File: config.mk
export PLATFORM = sky130hd
export DESIGN_NAME = urad_decode
export DESIGN_NICKNAME = d
export VERILOG_FILES = /design/src/inc/urad_pkg.sv /design/src/hw/urad_decode.sv
export SDC_FILE = /design/constraint.sdc
export NUM_CORES = 1
export LEC_CHECK = 0
export BUFFER_PORTS_ARGS = -buffer_cell sky130_fd_sc_hd__buf_2
export CORE_UTILIZATION = 30
export DETAILED_ROUTE_END_ITERATION = 16
export REMOVE_ABC_BUFFERS = 1
export SLEW_MARGIN = 40
export SYNTH_ARGS = -nofsm -noshare
export SYNTH_HDL_FRONTEND = slang
export SYNTH_SLANG_ARGS = --single-unit
File: constraint.sdc
create_clock -name ref_clk -period 1 [get_ports ref_clk]
set_input_delay 0.1 -clock ref_clk [delete_from_list [all_inputs] [get_ports ref_clk]]
set_output_delay 0.1 -clock ref_clk [all_outputs]
set_load 0.005 [all_outputs]
File: src/inc/urad_pkg.sv
// Package: constants and types for universal register access decode
package urad_pkg;

	// ====================================================================
	// Address fields
	localparam int ADDR_W = 32;
	localparam int GRP_HI_BIT = 16;
	localparam int GRP_LO_MSB = 9;
	localparam int GRP_LO_LSB = 5;
	localparam int REG_MSB = 4;
	localparam int TGT_MSB = 30;
	localparam int TGT_LSB = 26;
	localparam int HOST_BIT = 31;
	localparam int NUM_GROUPS = 64;
	localparam int REGS_PER_GROUP = 32;

	// ====================================================================
	// Target select codes
	localparam logic [4:0] TGT_INTERNAL = 5'h00;
	localparam logic [4:0] TGT_BCAST = 5'h03;
	localparam logic [4:0] TGT_ID_FIRST = 5'h04;
	localparam logic [4:0] TGT_ID_LAST = 5'h0b;

	// ====================================================================
	// Group numbers
	localparam logic [5:0] GRP_CB_LO = 6'h00;
	localparam logic [5:0] GRP_CB_HI = 6'h09;
	localparam logic [5:0] GRP_DBG_A = 6'h0a;
	localparam logic [5:0] GRP_IALU_LO = 6'h0c;
	localparam logic [5:0] GRP_IALU_HI = 6'h0f;
	localparam logic [5:0] GRP_SEQ = 6'h1a;
	localparam logic [5:0] GRP_DBG_B = 6'h1b;
	localparam logic [5:0] GRP_MEM_LO = 6'h1e;
	localparam logic [5:0] GRP_MEM_HI = 6'h1f;
	localparam logic [5:0] GRP_DMA_LO = 6'h20;
	localparam logic [5:0] GRP_DMA_CS = 6'h23;
	localparam logic [5:0] GRP_EBI = 6'h24;
	localparam logic [5:0] GRP_LINK_LO = 6'h25;
	localparam logic [5:0] GRP_LINK_HI = 6'h27;
	localparam logic [5:0] GRP_INT_LO = 6'h38;
	localparam logic [5:0] GRP_INT_HI = 6'h3a;
	localparam logic [5:0] GRP_TEST = 6'h3d;
	localparam logic [5:0] GRP_ADMA = 6'h3f;

	// ====================================================================
	// Encodings
	typedef enum logic [1:0] {
		URAD_SZ_SINGLE = 2'b00,
		URAD_SZ_DUAL = 2'b01,
		URAD_SZ_QUAD = 2'b10
	} urad_size_t;

	typedef enum logic [1:0] {
		URAD_OP_LOAD = 2'b00,
		URAD_OP_STORE = 2'b01,
		URAD_OP_MOVE = 2'b10,
		URAD_OP_IMM = 2'b11
	} urad_op_t;

	typedef enum logic [1:0] {
		URAD_MODE_NORMAL = 2'b00,
		URAD_MODE_BCAST = 2'b01,
		URAD_MODE_MERGED = 2'b10
	} urad_mode_t;

	typedef enum logic [1:0] {
		URAD_ST_IDLE = 2'b00,
		URAD_ST_DONE = 2'b01,
		URAD_ST_FAULT = 2'b10
	} urad_state_t;

	localparam logic [7:0] WORD_BITS_SINGLE = 8'h20;
	localparam logic [7:0] WORD_BITS_DUAL = 8'h40;
	localparam logic [7:0] WORD_BITS_QUAD = 8'h80;

	// Fault causes
	localparam int FLT_W = 4;
	localparam int FLT_SELF_READ = 0;
	localparam int FLT_ALIGN = 1;
	localparam int FLT_SINGLE_ONLY = 2;
	localparam int FLT_CLASS = 3;

endpackage : urad_pkg

File: src/hw/urad_decode.sv
// Module: universal register access decode and check, two slots
//
// Behaviour
// - Every register in an assigned group reachable by its memory address
// - Single, dual and quad register accesses allowed
// - Sequencer, DMA status, bus, test groups single-only
// - Multiprocessor self-read raises illegal access
// - Multiprocessor self-write, broadcast too, completes
// - Dual even-aligned, quad aligned to four
// - Normal access pairs size with word width
// - Broadcast-mode writes and remote accesses fault; merged accesses supported
// - Broadcast read faults on local access; broadcast write to all
// - Sixty-four groups of thirty-two registers
// - Low groups all transfers, high groups moves on local access
// - Core group assignment decoded
// - System-side group assignment decoded
// - Group from address bits 16 and 9..5
// - Reserved bits written zero, read ignored
// - Load, store and move copy directions
// - Up to two accesses per instruction line
// - Registers reached only through multiprocessor space on local access
// - Bits 30..26 choose broadcast or processor
module urad_decode #(
	parameter int SLOTS = 2
) (
	// Clock and reset
	input wire logic ref_clk,
	input wire logic rstn,
	// Own identity
	input wire logic [2:0] processor_identifier_field,
	// Access slots from core or cluster bus
	input wire logic [SLOTS-1:0] acc_valid,
	input wire logic [SLOTS-1:0] acc_write,
	input wire logic [SLOTS-1:0] acc_remote,
	input wire logic [SLOTS*2-1:0] acc_op,
	input wire logic [SLOTS*2-1:0] acc_size,
	input wire logic [SLOTS*2-1:0] acc_mode,
	input wire logic [SLOTS*32-1:0] acc_addr,
	// Decode results
	output logic [SLOTS-1:0] dec_hit,
	output logic [SLOTS-1:0] dec_ok,
	output logic [SLOTS-1:0] dec_fault,
	output logic [SLOTS*6-1:0] dec_group,
	output logic [SLOTS*5-1:0] dec_reg,
	output logic [SLOTS*8-1:0] dec_word_bits,
	output logic [SLOTS-1:0] dec_all_procs,
	output logic [SLOTS*urad_pkg::FLT_W-1:0] dec_cause,
	output logic illegal_access
);

	// Elaboration check of slot count
	if (SLOTS < 1 || SLOTS > 2) begin : g_slots_check
		$error("SLOTS must be 1 or 2");
	end

	// ====================================================================
	// Helper functions
	function automatic logic [5:0] grp_of(input logic [31:0] a);
		grp_of = {a[urad_pkg::GRP_HI_BIT],
			a[urad_pkg::GRP_LO_MSB:urad_pkg::GRP_LO_LSB]};
	endfunction

	function automatic logic in_rng(input logic [5:0] g,
		input logic [5:0] lo, input logic [5:0] hi);
		in_rng = (g >= lo) && (g <= hi);
	endfunction

	function automatic logic assigned(input logic [5:0] g);
		assigned = in_rng(g, urad_pkg::GRP_CB_LO, urad_pkg::GRP_CB_HI) ||
			in_rng(g, urad_pkg::GRP_IALU_LO, urad_pkg::GRP_IALU_HI) ||
			g == urad_pkg::GRP_DBG_A || g == urad_pkg::GRP_DBG_B ||
			g == urad_pkg::GRP_SEQ ||
			in_rng(g, urad_pkg::GRP_MEM_LO, urad_pkg::GRP_MEM_HI);
		assigned = assigned ||
			in_rng(g, urad_pkg::GRP_DMA_LO, urad_pkg::GRP_DMA_CS) ||
			g == urad_pkg::GRP_EBI ||
			in_rng(g, urad_pkg::GRP_LINK_LO, urad_pkg::GRP_LINK_HI) ||
			in_rng(g, urad_pkg::GRP_INT_LO, urad_pkg::GRP_INT_HI) ||
			g == urad_pkg::GRP_TEST || g == urad_pkg::GRP_ADMA;
	endfunction

	function automatic logic single_only(input logic [5:0] g);
		single_only = g == urad_pkg::GRP_SEQ || g == urad_pkg::GRP_DMA_CS ||
			g == urad_pkg::GRP_EBI || g == urad_pkg::GRP_TEST;
	endfunction

	// ====================================================================
	// Per-slot state
	urad_pkg::urad_state_t state [SLOTS];
	urad_pkg::urad_state_t next_state [SLOTS];
	logic [SLOTS-1:0] next_hit;
	logic [SLOTS-1:0] next_ok;
	logic [SLOTS-1:0] next_fault;
	logic [SLOTS*6-1:0] next_group;
	logic [SLOTS*5-1:0] next_reg;
	logic [SLOTS*8-1:0] next_word_bits;
	logic [SLOTS-1:0] next_all_procs;
	logic [SLOTS*urad_pkg::FLT_W-1:0] next_cause;
	logic next_illegal;

	always_comb begin
		logic [31:0] a;
		logic [4:0] tgt;
		logic [5:0] g;
		logic [4:0] r;
		logic [1:0] sz;
		logic [1:0] op;
		logic [1:0] md;
		logic mp;
		logic self;
		logic bc;
		logic [urad_pkg::FLT_W-1:0] c;
		a = '0;
		tgt = '0;
		g = '0;
		r = '0;
		sz = '0;
		op = '0;
		md = '0;
		mp = 1'b0;
		self = 1'b0;
		bc = 1'b0;
		c = '0;
		next_hit = '0;
		next_ok = '0;
		next_fault = '0;
		next_group = '0;
		next_reg = '0;
		next_word_bits = '0;
		next_all_procs = '0;
		next_cause = '0;
		next_illegal = 1'b0;
		for (int i = 0; i < SLOTS; i++) begin
			next_state[i] = urad_pkg::URAD_ST_IDLE;
			a = acc_addr[i*32 +: 32];
			sz = acc_size[i*2 +: 2];
			op = acc_op[i*2 +: 2];
			md = acc_mode[i*2 +: 2];
			tgt = a[urad_pkg::TGT_MSB:urad_pkg::TGT_LSB];
			g = grp_of(a);
			r = a[urad_pkg::REG_MSB:0];
			// Multiprocessor target decode
			bc = tgt == urad_pkg::TGT_BCAST;
			self = (tgt >= urad_pkg::TGT_ID_FIRST) &&
				(tgt <= urad_pkg::TGT_ID_LAST) &&
				((tgt - urad_pkg::TGT_ID_FIRST) ==
				{2'b00, processor_identifier_field});
			// Remote masters hit on any target code; local only via own ID or broadcast
			mp = acc_remote[i] ? 1'b1 : (self || bc);
			c = '0;
			if (acc_valid[i] && !a[urad_pkg::HOST_BIT] && mp &&
				assigned(g)) begin
				next_hit[i] = 1'b1;
				c[urad_pkg::FLT_SELF_READ] = !acc_remote[i] && !acc_write[i]
					&& (self || bc);
				c[urad_pkg::FLT_ALIGN] =
					(sz == urad_pkg::URAD_SZ_DUAL && r[0]) ||
					(sz == urad_pkg::URAD_SZ_QUAD && r[1:0] != 2'b00) ||
					sz == 2'b11;
				c[urad_pkg::FLT_SINGLE_ONLY] = single_only(g) &&
					sz != urad_pkg::URAD_SZ_SINGLE;
				c[urad_pkg::FLT_CLASS] = g[5] && !acc_remote[i] &&
					op != urad_pkg::URAD_OP_MOVE;
				if (md == urad_pkg::URAD_MODE_BCAST &&
					(acc_write[i] || acc_remote[i])) begin
					c[urad_pkg::FLT_CLASS] = 1'b1;
				end
				next_cause[i*urad_pkg::FLT_W +: urad_pkg::FLT_W] = c;
				next_group[i*6 +: 6] = g;
				next_reg[i*5 +: 5] = r;
				next_all_procs[i] = bc && acc_write[i];
				case (sz)
					urad_pkg::URAD_SZ_SINGLE: begin
						next_word_bits[i*8 +: 8] = urad_pkg::WORD_BITS_SINGLE;
					end
					urad_pkg::URAD_SZ_DUAL: begin
						next_word_bits[i*8 +: 8] = urad_pkg::WORD_BITS_DUAL;
					end
					default: begin
						next_word_bits[i*8 +: 8] = urad_pkg::WORD_BITS_QUAD;
					end
				endcase
				if (c != '0) begin
					next_fault[i] = 1'b1;
					next_state[i] = urad_pkg::URAD_ST_FAULT;
				end else begin
					next_ok[i] = 1'b1;
					next_state[i] = urad_pkg::URAD_ST_DONE;
				end
			end
		end
		next_illegal = |next_fault;
	end

	always_ff @(posedge ref_clk or negedge rstn) begin
		if (!rstn) begin
			for (int i = 0; i < SLOTS; i++) begin
				state[i] <= urad_pkg::URAD_ST_IDLE;
			end
			dec_hit <= '0;
			dec_ok <= '0;
			dec_fault <= '0;
			dec_group <= '0;
			dec_reg <= '0;
			dec_word_bits <= '0;
			dec_all_procs <= '0;
			dec_cause <= '0;
			illegal_access <= 1'b0;
		end else begin
			for (int i = 0; i < SLOTS; i++) begin
				state[i] <= next_state[i];
			end
			dec_hit <= next_hit;
			dec_ok <= next_ok;
			dec_fault <= next_fault;
			dec_group <= next_group;
			dec_reg <= next_reg;
			dec_word_bits <= next_word_bits;
			dec_all_procs <= next_all_procs;
			dec_cause <= next_cause;
			illegal_access <= next_illegal;
		end
	end

endmodule // urad_decode

# Word level (Yosys, flattened, before mapping)
# Index checks and enable logic that the tools add are counted.
[totals]
inputBits = 87
latchBits = 0
output_inout_bits = 55
ff_bits = 55
romBits = 0
mem_count = 0
ram_bits = 0
elab_cells = 186
[op_classes]
div_mod_pow = 0
n_lt_le_gt_ge = 28
mul = 0
muxes = 28
n_shift = 0
n_reduce_logical = 91
n_addsub = 2
eq_ne = 28
n_bitwise = 0
[op_table]
columns = ["operator", "n"]
rows = [
  ["$eq 6x6->1 const B", 8],
  ["$logic_and 1x1->1", 40],
  ["$ge 6x6->1 const B", 6],
  ["$le 6x6->1 const B", 6],
  ["$logic_or 1x1->1", 36],
  ["$pmux 8 s2", 2],
  ["$eq 6x5->1 const B", 4],
  ["$le 6x4->1 const B", 4],
  ["$mux 1", 18],
  ["$mux 8", 2],
  ["$eq 6x4->1 const B", 2],
  ["$ge 6x1->1 const B", 2],
  ["$ge 6x4->1 const B", 2],
  ["$ge 6x5->1 const B", 2],
  ["$le 6x5->1 const B", 2],
  ["$mux 6", 2],
  ["$eq 5x2->1 const B", 2],
  ["$eq 5x3->1", 2],
  ["$ge 5x3->1 const B", 2],
  ["$le 5x4->1 const B", 2],
  ["$mux 5", 2],
  ["$sub 5x3->5 const B", 2],
  ["$eq 2x1->1 const B", 4],
  ["$eq 2x2->1 const B", 4],
  ["other kinds (7)", 19],
]

# Depth between registers and ports, before layout
# Gate-level depths: netlist of run 1.
[logic_depth]
ltp_word = 19
ltp_mapped = 10
depth_no_buf = 9

# Least setup slack after synthesis of run 1
# OpenSTA, ideal clock, no wires.
[synth_path]
path_kind = "input port to flip-flop"
from = "input acc_addr[60]"
to = "register dec_group[10]"
n_path_buf = 1
setup_time_ps = 119
path_stages = 10
arrival_ps = 1512
required_ps = 881
path_slack_ps = -631
cell_sequence = "inv_1 -> ha_1 -> nand2b_1 -> a21boi_0 -> o21ai_0 -> a21oi_1 -> a21o_1 -> inv_2 -> buf_6 -> and2_1"
[synth_via]
elab_chain_cells = 8
elab_cells_between_ends = 12
classes_between = "add/sub: 1; order compare: 2; eq/ne: 2; mux: 2; reduce/logical: 5"
[synth_rtl]
columns = ["element", "line_no", "rtl"]
rows = [
  ["from (decl)", "urad_decode.sv:38", "input wire logic [SLOTS*32-1:0] acc_addr,"],
  ["$sub 5x3->5 (tied with other cells)", "urad_decode.sv:146", "((tgt - urad_pkg::TGT_ID_FIRST) =="],
  ["$eq 5x3->1 or $logic_and 1x1->1 (tied branches)", "urad_decode.sv:146, urad_decode.sv:144", ""],
  ["$logic_and 1x1->1", "urad_decode.sv:145", "(tgt <= urad_pkg::TGT_ID_LAST) &&"],
  ["$logic_or 1x1->1 *", "urad_decode.sv:149", "mp = acc_remote[i] ? 1'b1 : (self || bc);"],
  ["$mux 1 *", "urad_decode.sv:149", ""],
  ["$logic_and 1x1->1 * (2 in series)", "urad_decode.sv:151", "if (acc_valid[i] && !a[urad_pkg::HOST_BIT] && mp &&"],
  ["$mux 6 *", "urad_decode.sv:151", ""],
  ["via next_group[10]", "urad_decode.sv:94", "logic [SLOTS*6-1:0] next_group;"],
  ["to (signal assigned)", "urad_decode.sv:216", "dec_group <= next_group;"],
  ["to (decl)", "urad_decode.sv:43", "output logic [SLOTS*6-1:0] dec_group,"],
]
# Mark *: on every way through the listed nets, which the timed path passes. The rest lies on a longest branch.

# Final worst setup path of run 1
[layout_path]
from = "input acc_addr[29]"
to = "register illegal_access"
[layout_via]
elab_chain_cells = 9
elab_cells_between_ends = 16
classes_between = "add/sub: 1; order compare: 2; eq/ne: 2; mux: 3; reduce/logical: 8"
[layout_rtl]
columns = ["element", "line_no", "rtl"]
rows = [
  ["$sub 5x3->5 (tied with other cells)", "urad_decode.sv:146", ""],
  ["$eq 5x3->1 or $logic_and 1x1->1 (tied branches)", "urad_decode.sv:146, urad_decode.sv:144", ""],
  ["$logic_and 1x1->1", "urad_decode.sv:145", ""],
  ["$logic_or 1x1->1 *", "urad_decode.sv:149, urad_decode.sv:155", ""],
  ["$logic_and 1x1->1 or $mux 1 (tied branches)", "urad_decode.sv:155, urad_decode.sv:149", ""],
  ["$reduce_bool 4->1 or $logic_and 1x1->1 (tied branches)", "urad_decode.sv:183, urad_decode.sv:151", ""],
  ["$mux 1 or $logic_and 1x1->1 (tied branches)", "urad_decode.sv:183, urad_decode.sv:151", ""],
  ["$mux 1 *", "urad_decode.sv:151", ""],
  ["via next_fault[0]", "urad_decode.sv:93", "logic [SLOTS-1:0] next_fault;"],
  ["$reduce_or 2->1 *", "urad_decode.sv:192", "next_illegal = |next_fault;"],
  ["via next_illegal", "urad_decode.sv:99", "logic next_illegal;"],
  ["to (signal assigned)", "urad_decode.sv:221", "illegal_access <= next_illegal;"],
  ["to (decl)", "urad_decode.sv:48", "output logic illegal_access"],
]
# Marks and branches as above.

==> results list, run 1 <==
- The run finished, with violations left.
- Violated checks: negative setup slack
* H-tree depth: 2
- After global routing the overflow that remains totals 0.
* Wire length of the first global-routing pass: around 8.8 mm
- STA classifies the critical path startpoint as a primary input.
* Highest ir drop seen on vdd: between 0.4 and 0.5 mV
- In the final routed layout, each cell accounts on average for about 12 um.
* Number of global-route vias before repair: between 1500 and 2000
* I/O pin cnt: around 140
- The library cell used most frequently in the layout, excluding fill and tap cells, is buf_2.
- The worst setup path is of the in2reg kind.
- CTS tree: done
- For this run, the register share of the synthesized area comes to 0.527.
- Global Route Usage Sum: 0.152
* Maximum number of pins on one net before global-route repair: between 40 and 50
- Dividing the final minimum period by the clock period gives 1.47.
* Global-route met3 utilization: 0.0229
- Worst hold path type: in2reg
- Initial antenna violation count: 0
- Met1 layer usage reported by global route: 0.175
* Data arrival time of the worst path: approximately 1.7 ns
* Mean instance size in the synthesized netlist: 10.9 um2
- The synthesized netlist contains between 40 and 50 unique library cells.
* Count of endpoints failing hold in the final timing report: 0
- Number of flip-flops in the largest register: 12
* Min-Delay Endpoint: dec_reg[2]
- TritonCTS Sinks: 45
* Clock transition at path regs: approximately 0.080 ns
* Remaining routing DRC violations: 0
- Number of enable flip-flop cells after synthesis: 0
- Among all flip-flop cells after synthesis, the most frequent one is dfrtp_1.
- In the final layout, the share of cells above drive strength 1 is 0.610.
* Final Max Slew Viols: 0
- No sink is reached through more buffers than the 2 on the longest clock path.
- Via-per-instance ratio: roughly 4.4
- Counting flops with an async set or reset pin after synthesis yields a share of 1.00.
- The detail route stage leaves a number of antenna-violating nets equal to 0.
- Die Span Y: 86.4 um
- Core region area: about 0.0068 mm2
* Number of rows in the core area: 30
- Along the worst path, the maximum fanout reaches 3.
- STA classifies the critical path endpoint as a register.
- Once placement finished, the instance area stood at around 0.0030 mm2.
- Effective utilization at floorplan: 0.313
- Setup repair after global routing could not meet its margin everywhere.
* Detailed Routing Iterations Pass 1: 4
- The net count of the finished layout is 450.
- Routability-driven placement finished with a final weighted congestion of 0.806.
* Maximum clock frequency: slightly below 700 MHz
* Total of buffers placed on input and output ports: about 100
- After detailed routing, the total wire length is roughly 5.6 mm.
- The repair_antennas step left the layout with diodes totalling 0.
- Across the run, the number of max-cap violations was 0.
* Count of mapped cells out of synthesis: 196
* Violation count after the first detailed-route iteration: 47
* Horizontal die dimension: between 80 and 90 um
- Clock period minus final worst setup slack: between 1 and 1.5 ns
- Overall die area: about 0.0075 mm2
- For this run, global-route usage on met2 was measured as 0.282.
* # setup viols final: between 40 and 50
- Setup slack on the critical path of the routed design comes to -0.466 ns.
- Synthesis inferred 45 register bits.
- After legalization and detailed placement, the total HPWL measured about 4 mm.
* TritonCTS Buffers: 5
- The library cells used most frequently in the layout, excluding fill and tap cells, are 97 x buf_2, 45 x dfrtp_1, 35 x buf_4.
- Summed over all cells, the static leakage comes to roughly 0.0019 uW.
* Areal power density over the cells: between 1000 and 1500 mW/mm2
- Yosys printed 0 warnings.
- After synthesis the cells add up to around 0.0021 mm2.
- The global routing stage identified its most utilized layer as met2.
* Worst EP required: between 1 and 1.5 ns
- The tree is rooted in a clkbuf_8.
* DR vias: 1975
* Synth-to-layout area growth: 72.2%
- The finished cells cover 0.00368 mm2.
- The startpoint identified for the worst hold timing path is acc_addr[2].
- Cell depth of the worst hold path: 2
* Final core occ: 0.539
-- per-layer routing --
layer / wire [um] / up-vias / part of all wire
li1: - / 969 / -
met1: 2190 / 939 / 0.39
met2: 3060 / 58 / 0.54
met3: 247 / 9 / 0.044
met4: 127 / 0 / 0.023
met5: 0 / - / 0
-- power breakdown --
part           switching, uW  internal [uW]  leakage, uW
sequential              7.59           1850     0.000623
clock                    578            484    0.0000450
combinational            402            420      0.00122
-- synthesized netlist by cell type (all sizes together) (3+ instances only) --
library cell  number  area share
a21oi              3      0.0070
and2              24       0.070
buf               12       0.046
dfrtp             45        0.53
ha                 8       0.047
inv               11       0.019
nand2              4      0.0070
nand2b             7       0.020
nand3              3      0.0070
nor2              16       0.028
nor2b              4       0.012
nor3               6       0.014
nor3b              5       0.018
o21ai              7       0.016
o22ai              4       0.012
xor2               4       0.016
-- worst max-delay path by stage --
| stage | from | endpoint | slack, ns | cells past startpoint |
|---|---|---|---|---|
| 2_1_floorplan | acc_addr[29] | illegal_access | -0.59 | 8 |
| 3_3_place_gp | acc_addr[60] | dec_word_bits[14] | -0.79 | 10 |
| 3_5_place_dp | acc_addr[28] | dec_word_bits[6] | -0.85 | 10 |
| 4_1_cts | acc_addr[29] | illegal_access | -0.44 | 10 |
| 5_1_grt | acc_addr[29] | illegal_access | -0.53 | 10 |
| 6_report | acc_addr[29] | illegal_access | -0.47 | 10 |
-- kinds of logic after synthesis --
| group | synth area share |
|---|---|
| and+or+nand+nor | 0.207 |
| adders and majority gates | 0.0468 |
| DFF | 0.527 |
| buffers and inverters | 0.0650 |
| AOI/OAI and AO/OA | 0.128 |
| xor gates and xnor gates | 0.0246 |
| other | 0.00175 |
-- critical path: stages --
cell and delay [ns]:
buf_8 0.08, inv_6 0.04, ha_4 0.24, nor3b_2 0.14, nand4_1 0.14, o31ai_4 0.31
o2111ai_4 0.18, buf_6 0.17, a41oi_2 0.18, a21o_1 0.11
-- cell type report --
type	count	area [um2]
Clock inverter	2	10.0
Timing Repair Buffer	153	1020
Sequential cell	45	1130
Clock buffer	6	72.6
Tap cell	96	120
Timing Repair inverter	2	15.0
Inverter	11	81.3
Multi-Input combinational cell	137	1240
Fill cell	626	3150
-- through the flow --
step	total power, uW	hold WS, ns	std cells	setup TNS [ns]	worst slack [ns]
after detailed placement	2500	0.0969	432	-33.56	-0.850
after global routing	3940	0.00157	452	-17.45	-0.532
after CTS	3740	0.000486	452	-13.32	-0.443
final	3750	0.0138	452	-14.48	-0.466
after floorplan	2100	-0.196	193	-21.84	-0.595
after global placement	2490	0.0954	432	-32.32	-0.793
-- repair_timing --
| item | in CTS | in global routing |
|---|---|---|
| gates resized for setup | 83 | 27 |
| setup endpoints to repair | 44 | 43 |
| gates cloned | 2 | 0 |
| setup buffers | 9 | 2 |
| pin swaps | 41 | 18 |
| endpoints found under the hold margin | 46 | 0 |
| hold buffers | 2 | 0 |
(Power assumes the default switching activity.)
==> run 2, diff against run 1 <==
--- a/config.mk
+++ b/config.mk
@@ -11,2 +11,3 @@
 export REMOVE_ABC_BUFFERS = 1
+export SKIP_LAST_GASP = 1
 export SLEW_MARGIN = 40
==> constraint.sdc (replaced) <==
create_clock -name ref_clk -period 1 [get_ports ref_clk]
set_input_delay 0 -clock ref_clk [delete_from_list [all_inputs] [get_ports ref_clk]]
set_output_delay 0 -clock ref_clk [all_outputs]
set_load 0.005 [all_outputs]
==> results list, run 2 (synthesized netlist as in run 1, its figures left out) <==
- The clock-pin slew on the worst setup and hold paths is 0.07 ns (about the same).
- The count of pins on the block boundary is 142 (unchanged).
* Maximum clock frequency: 799 MHz (+17%)
- The average wire length per cell after detail routing was 12.6 um (+1.2%).
- # setup viols final: 43 (unchanged)
- Static Leak: 0.00190 uW (+0.19%)
* Areal power density over the cells: 1000 mW/mm2 (-1.7%)
* Power Internal: 2750 uW (-0.31%)
* Slew at the pin closest to its max-slew limit: 0.543 ns
* Highest-count cells in the layout ignoring fill and taps: 97 x buf_2, 45 x dfrtp_1, 34 x buf_4, 20 x dlygate4sd3_1, 15 x and2_1
* N_diodes: 0 (unchanged)
- The number of pins with negative max-slew slack in the final report was 0 (unchanged).
* Violation count after the first detailed-route iteration: 28 (-40%)
* Fraction of the cycle the final worst path needs: 1.25 (-0.213)
- Number of flip-flops in the largest register: 12 (unchanged)
- Max_slew headroom: 0.634
* Number of violations of the max-capacitance limit: 0 (unchanged)
- The critical path required time was 1.18 ns (-0.06 ns).
- The switching power share of the total is 0.257 (-0.00673).
- The total core area was 0.00683 mm2 (unchanged).
* Power share of the clock group: 0.273 (-0.011)
- Setup slack after layout: -0.252 ns (+0.213 ns)
* Final #Nets: 459 (+2.0%)
* Count of antenna-violating nets left after detailed routing: 0 (unchanged)
* CTS tree: done
- Root buffer cell: clkbuf_8
* TritonCTS Sinks: 45 (unchanged)
- Worst hold path type: in2reg
- Horizontal die dimension: 86.4 um (unchanged)
- The initial cell density of the core was 0.313 (unchanged).
- Maximum number of pins on one net before global-route repair: 46 (unchanged)
- The number of levels the H-tree was split into is 2 (unchanged).
- Via-per-instance ratio: 4.44 (+1.6%)
- The first-pass iteration count of the detailed router was 6 (+2).
- Setup repair after global routing could not meet its margin everywhere.
- STA classifies the critical path endpoint as a register.
- The detailed-route DRC error count came to 0 (unchanged).
- Wire length of the first global-routing pass: 9.03 mm (+2.4%)
* Violated checks: negative setup slack
* Status: finished with violations
* Worst setup path category: in2reg
- Fill cell count: 620 (-0.96%)
- Total overflow reported by the global router: 0 (unchanged)
- The initial antenna violation count came to 0 (unchanged).
* CP Launch Type: primary input
- The routability congestion estimate from global placement is 0.826 (+2.4%).
- Final core occ: 0.541 (+0.00256)
* DR vias: 2037 (+3.1%)
- Routed WL: 5.78 mm (+2.7%)
* Number of rows in the core area: 30 (unchanged)
* Highest ir drop seen on vdd: 0.500 mV (+2.2%)
* HPWL after detailed placement: 3.90 mm (-0.68%)
- The library cell used most frequently in the layout, excluding fill and tap cells, is buf_2.
* Number of global-route vias before repair: 1961 (+2.1%)
- Share of final-layout standard cells stronger than drive strength 1: 0.551 (-0.0586)
- Compared with the post-synthesis result, the final layout area differs by 73.0%.
- The die extent in y came to 86.4 um (unchanged).
* Clock period minus final worst setup slack: 1.25 ns (-0.213 ns)
- The arrival time at the worst endpoint was 1.43 ns (-0.27 ns).
- The power dissipated by switching net loads came to 951 uW (-3.7%).
* Overall die area: 0.00746 mm2 (unchanged)
- Multi-input gate area: 0.00117 mm2 (-5.1%)
- The maximum net fanout on the critical path came to 13 (+10).
- Global Route Usage Sum: 0.155 (+0.00269)
- Combinational Power Share: 0.224 (+0.005)
- Total of buffers placed on input and output ports: 101 (unchanged)
* Sequential share of power: 0.503 (+0.006)
* Post-Place Setup Slack: -0.805 ns (+0.0454 ns)
- Maximum root-to-sink buffer count: 2 (unchanged)
- Count of endpoints failing hold in the final timing report: 0 (unchanged)
- The footprint of the flip-flops and latches was 0.00113 mm2 (unchanged).
* TritonCTS Buffers: 5 (unchanged)
- The cell depth of the worst hold path is 2 (unchanged).
run 2: changes by cell type in the layout (fill, tap and decap cells not counted), sizes merged:
cell / previous run / this run
dlygate4sd3: 2 / 20
buf: 151 / 143
clkbuf: 6 / 5
clkinv: 3 / 2
clkinvlp: 2 / 1
run 2: routing by layer:
metal	part of all wire	up-vias	track usage	wire (um)
met3	0.043	14	0.0257	251
met4	0.029	0	0.0667	166
met2	0.53	65	0.279	3050
li1	-	989	-	-
met1	0.40	969	0.180	2320
met5	0	-	0	0
run 2: worst paths after layout:
kind / startpoint / slack, ns / to
max: acc_addr[29] / -0.25 / dec_reg[4]
min: acc_size[2] / 0.01 / dec_word_bits[14]
max in group asynchronous: rstn / 0.57 / dec_word_bits[15]
min in group asynchronous: rstn / 0.23 / dec_group[3]
run 2: cell type report:
class,count,share of cell area
well taps,96,0.0325
repair inverters,1,0.00203
clock inverters,1,0.00135
clock buffers,5,0.0186
inverters,11,0.0213
multi-input cells,137,0.317
repair buffers,163,0.302
flip-flops and latches,45,0.305
run 2: power groups by stage:
stage	clock network, uW	logic [uW]	registers (uW)
2_1_floorplan	0	193	1910
4_1_cts	1040	774	1860
3_3_place_gp	0	576	1900
3_5_place_dp	0	585	1900
5_1_grt	1110	911	1870
6_report	1010	829	1860
run 2: per-stage QoR:
step | hold slack, ns | cells | TNS (ns) | power, uW | instance area (um2)
2_1_floorplan | -0.296 | 193 | -17.44 | 2100 | 2070
3_3_place_gp | -0.00462 | 427 | -27.96 | 2470 | 2990
3_5_place_dp | 0.00701 | 427 | -29.43 | 2480 | 2990
4_1_cts | 0.00278 | 457 | -8.17 | 3670 | 3590
5_1_grt | 0.00523 | 459 | -11.29 | 3890 | 3700
6_report | 0.0135 | 459 | -8.03 | 3700 | 3700
run 2: critical path, stage by stage:
cell and delay, ns:
buf_8 0.10, buf_4 0.13, ha_1 0.19, a311oi_2 0.28, o31ai_4 0.13, o2111ai_4 0.32, inv_4 0.10, and2_1 0.18
run 2: timing repair:
action                                 CTS  global route
gates cloned                             1             0
setup endpoints to repair               43            43
hold buffers                            20             0
setup buffers                            4             2
resized for setup                       63            25
endpoints found under the hold margin   62             0
pin swaps                               26             7
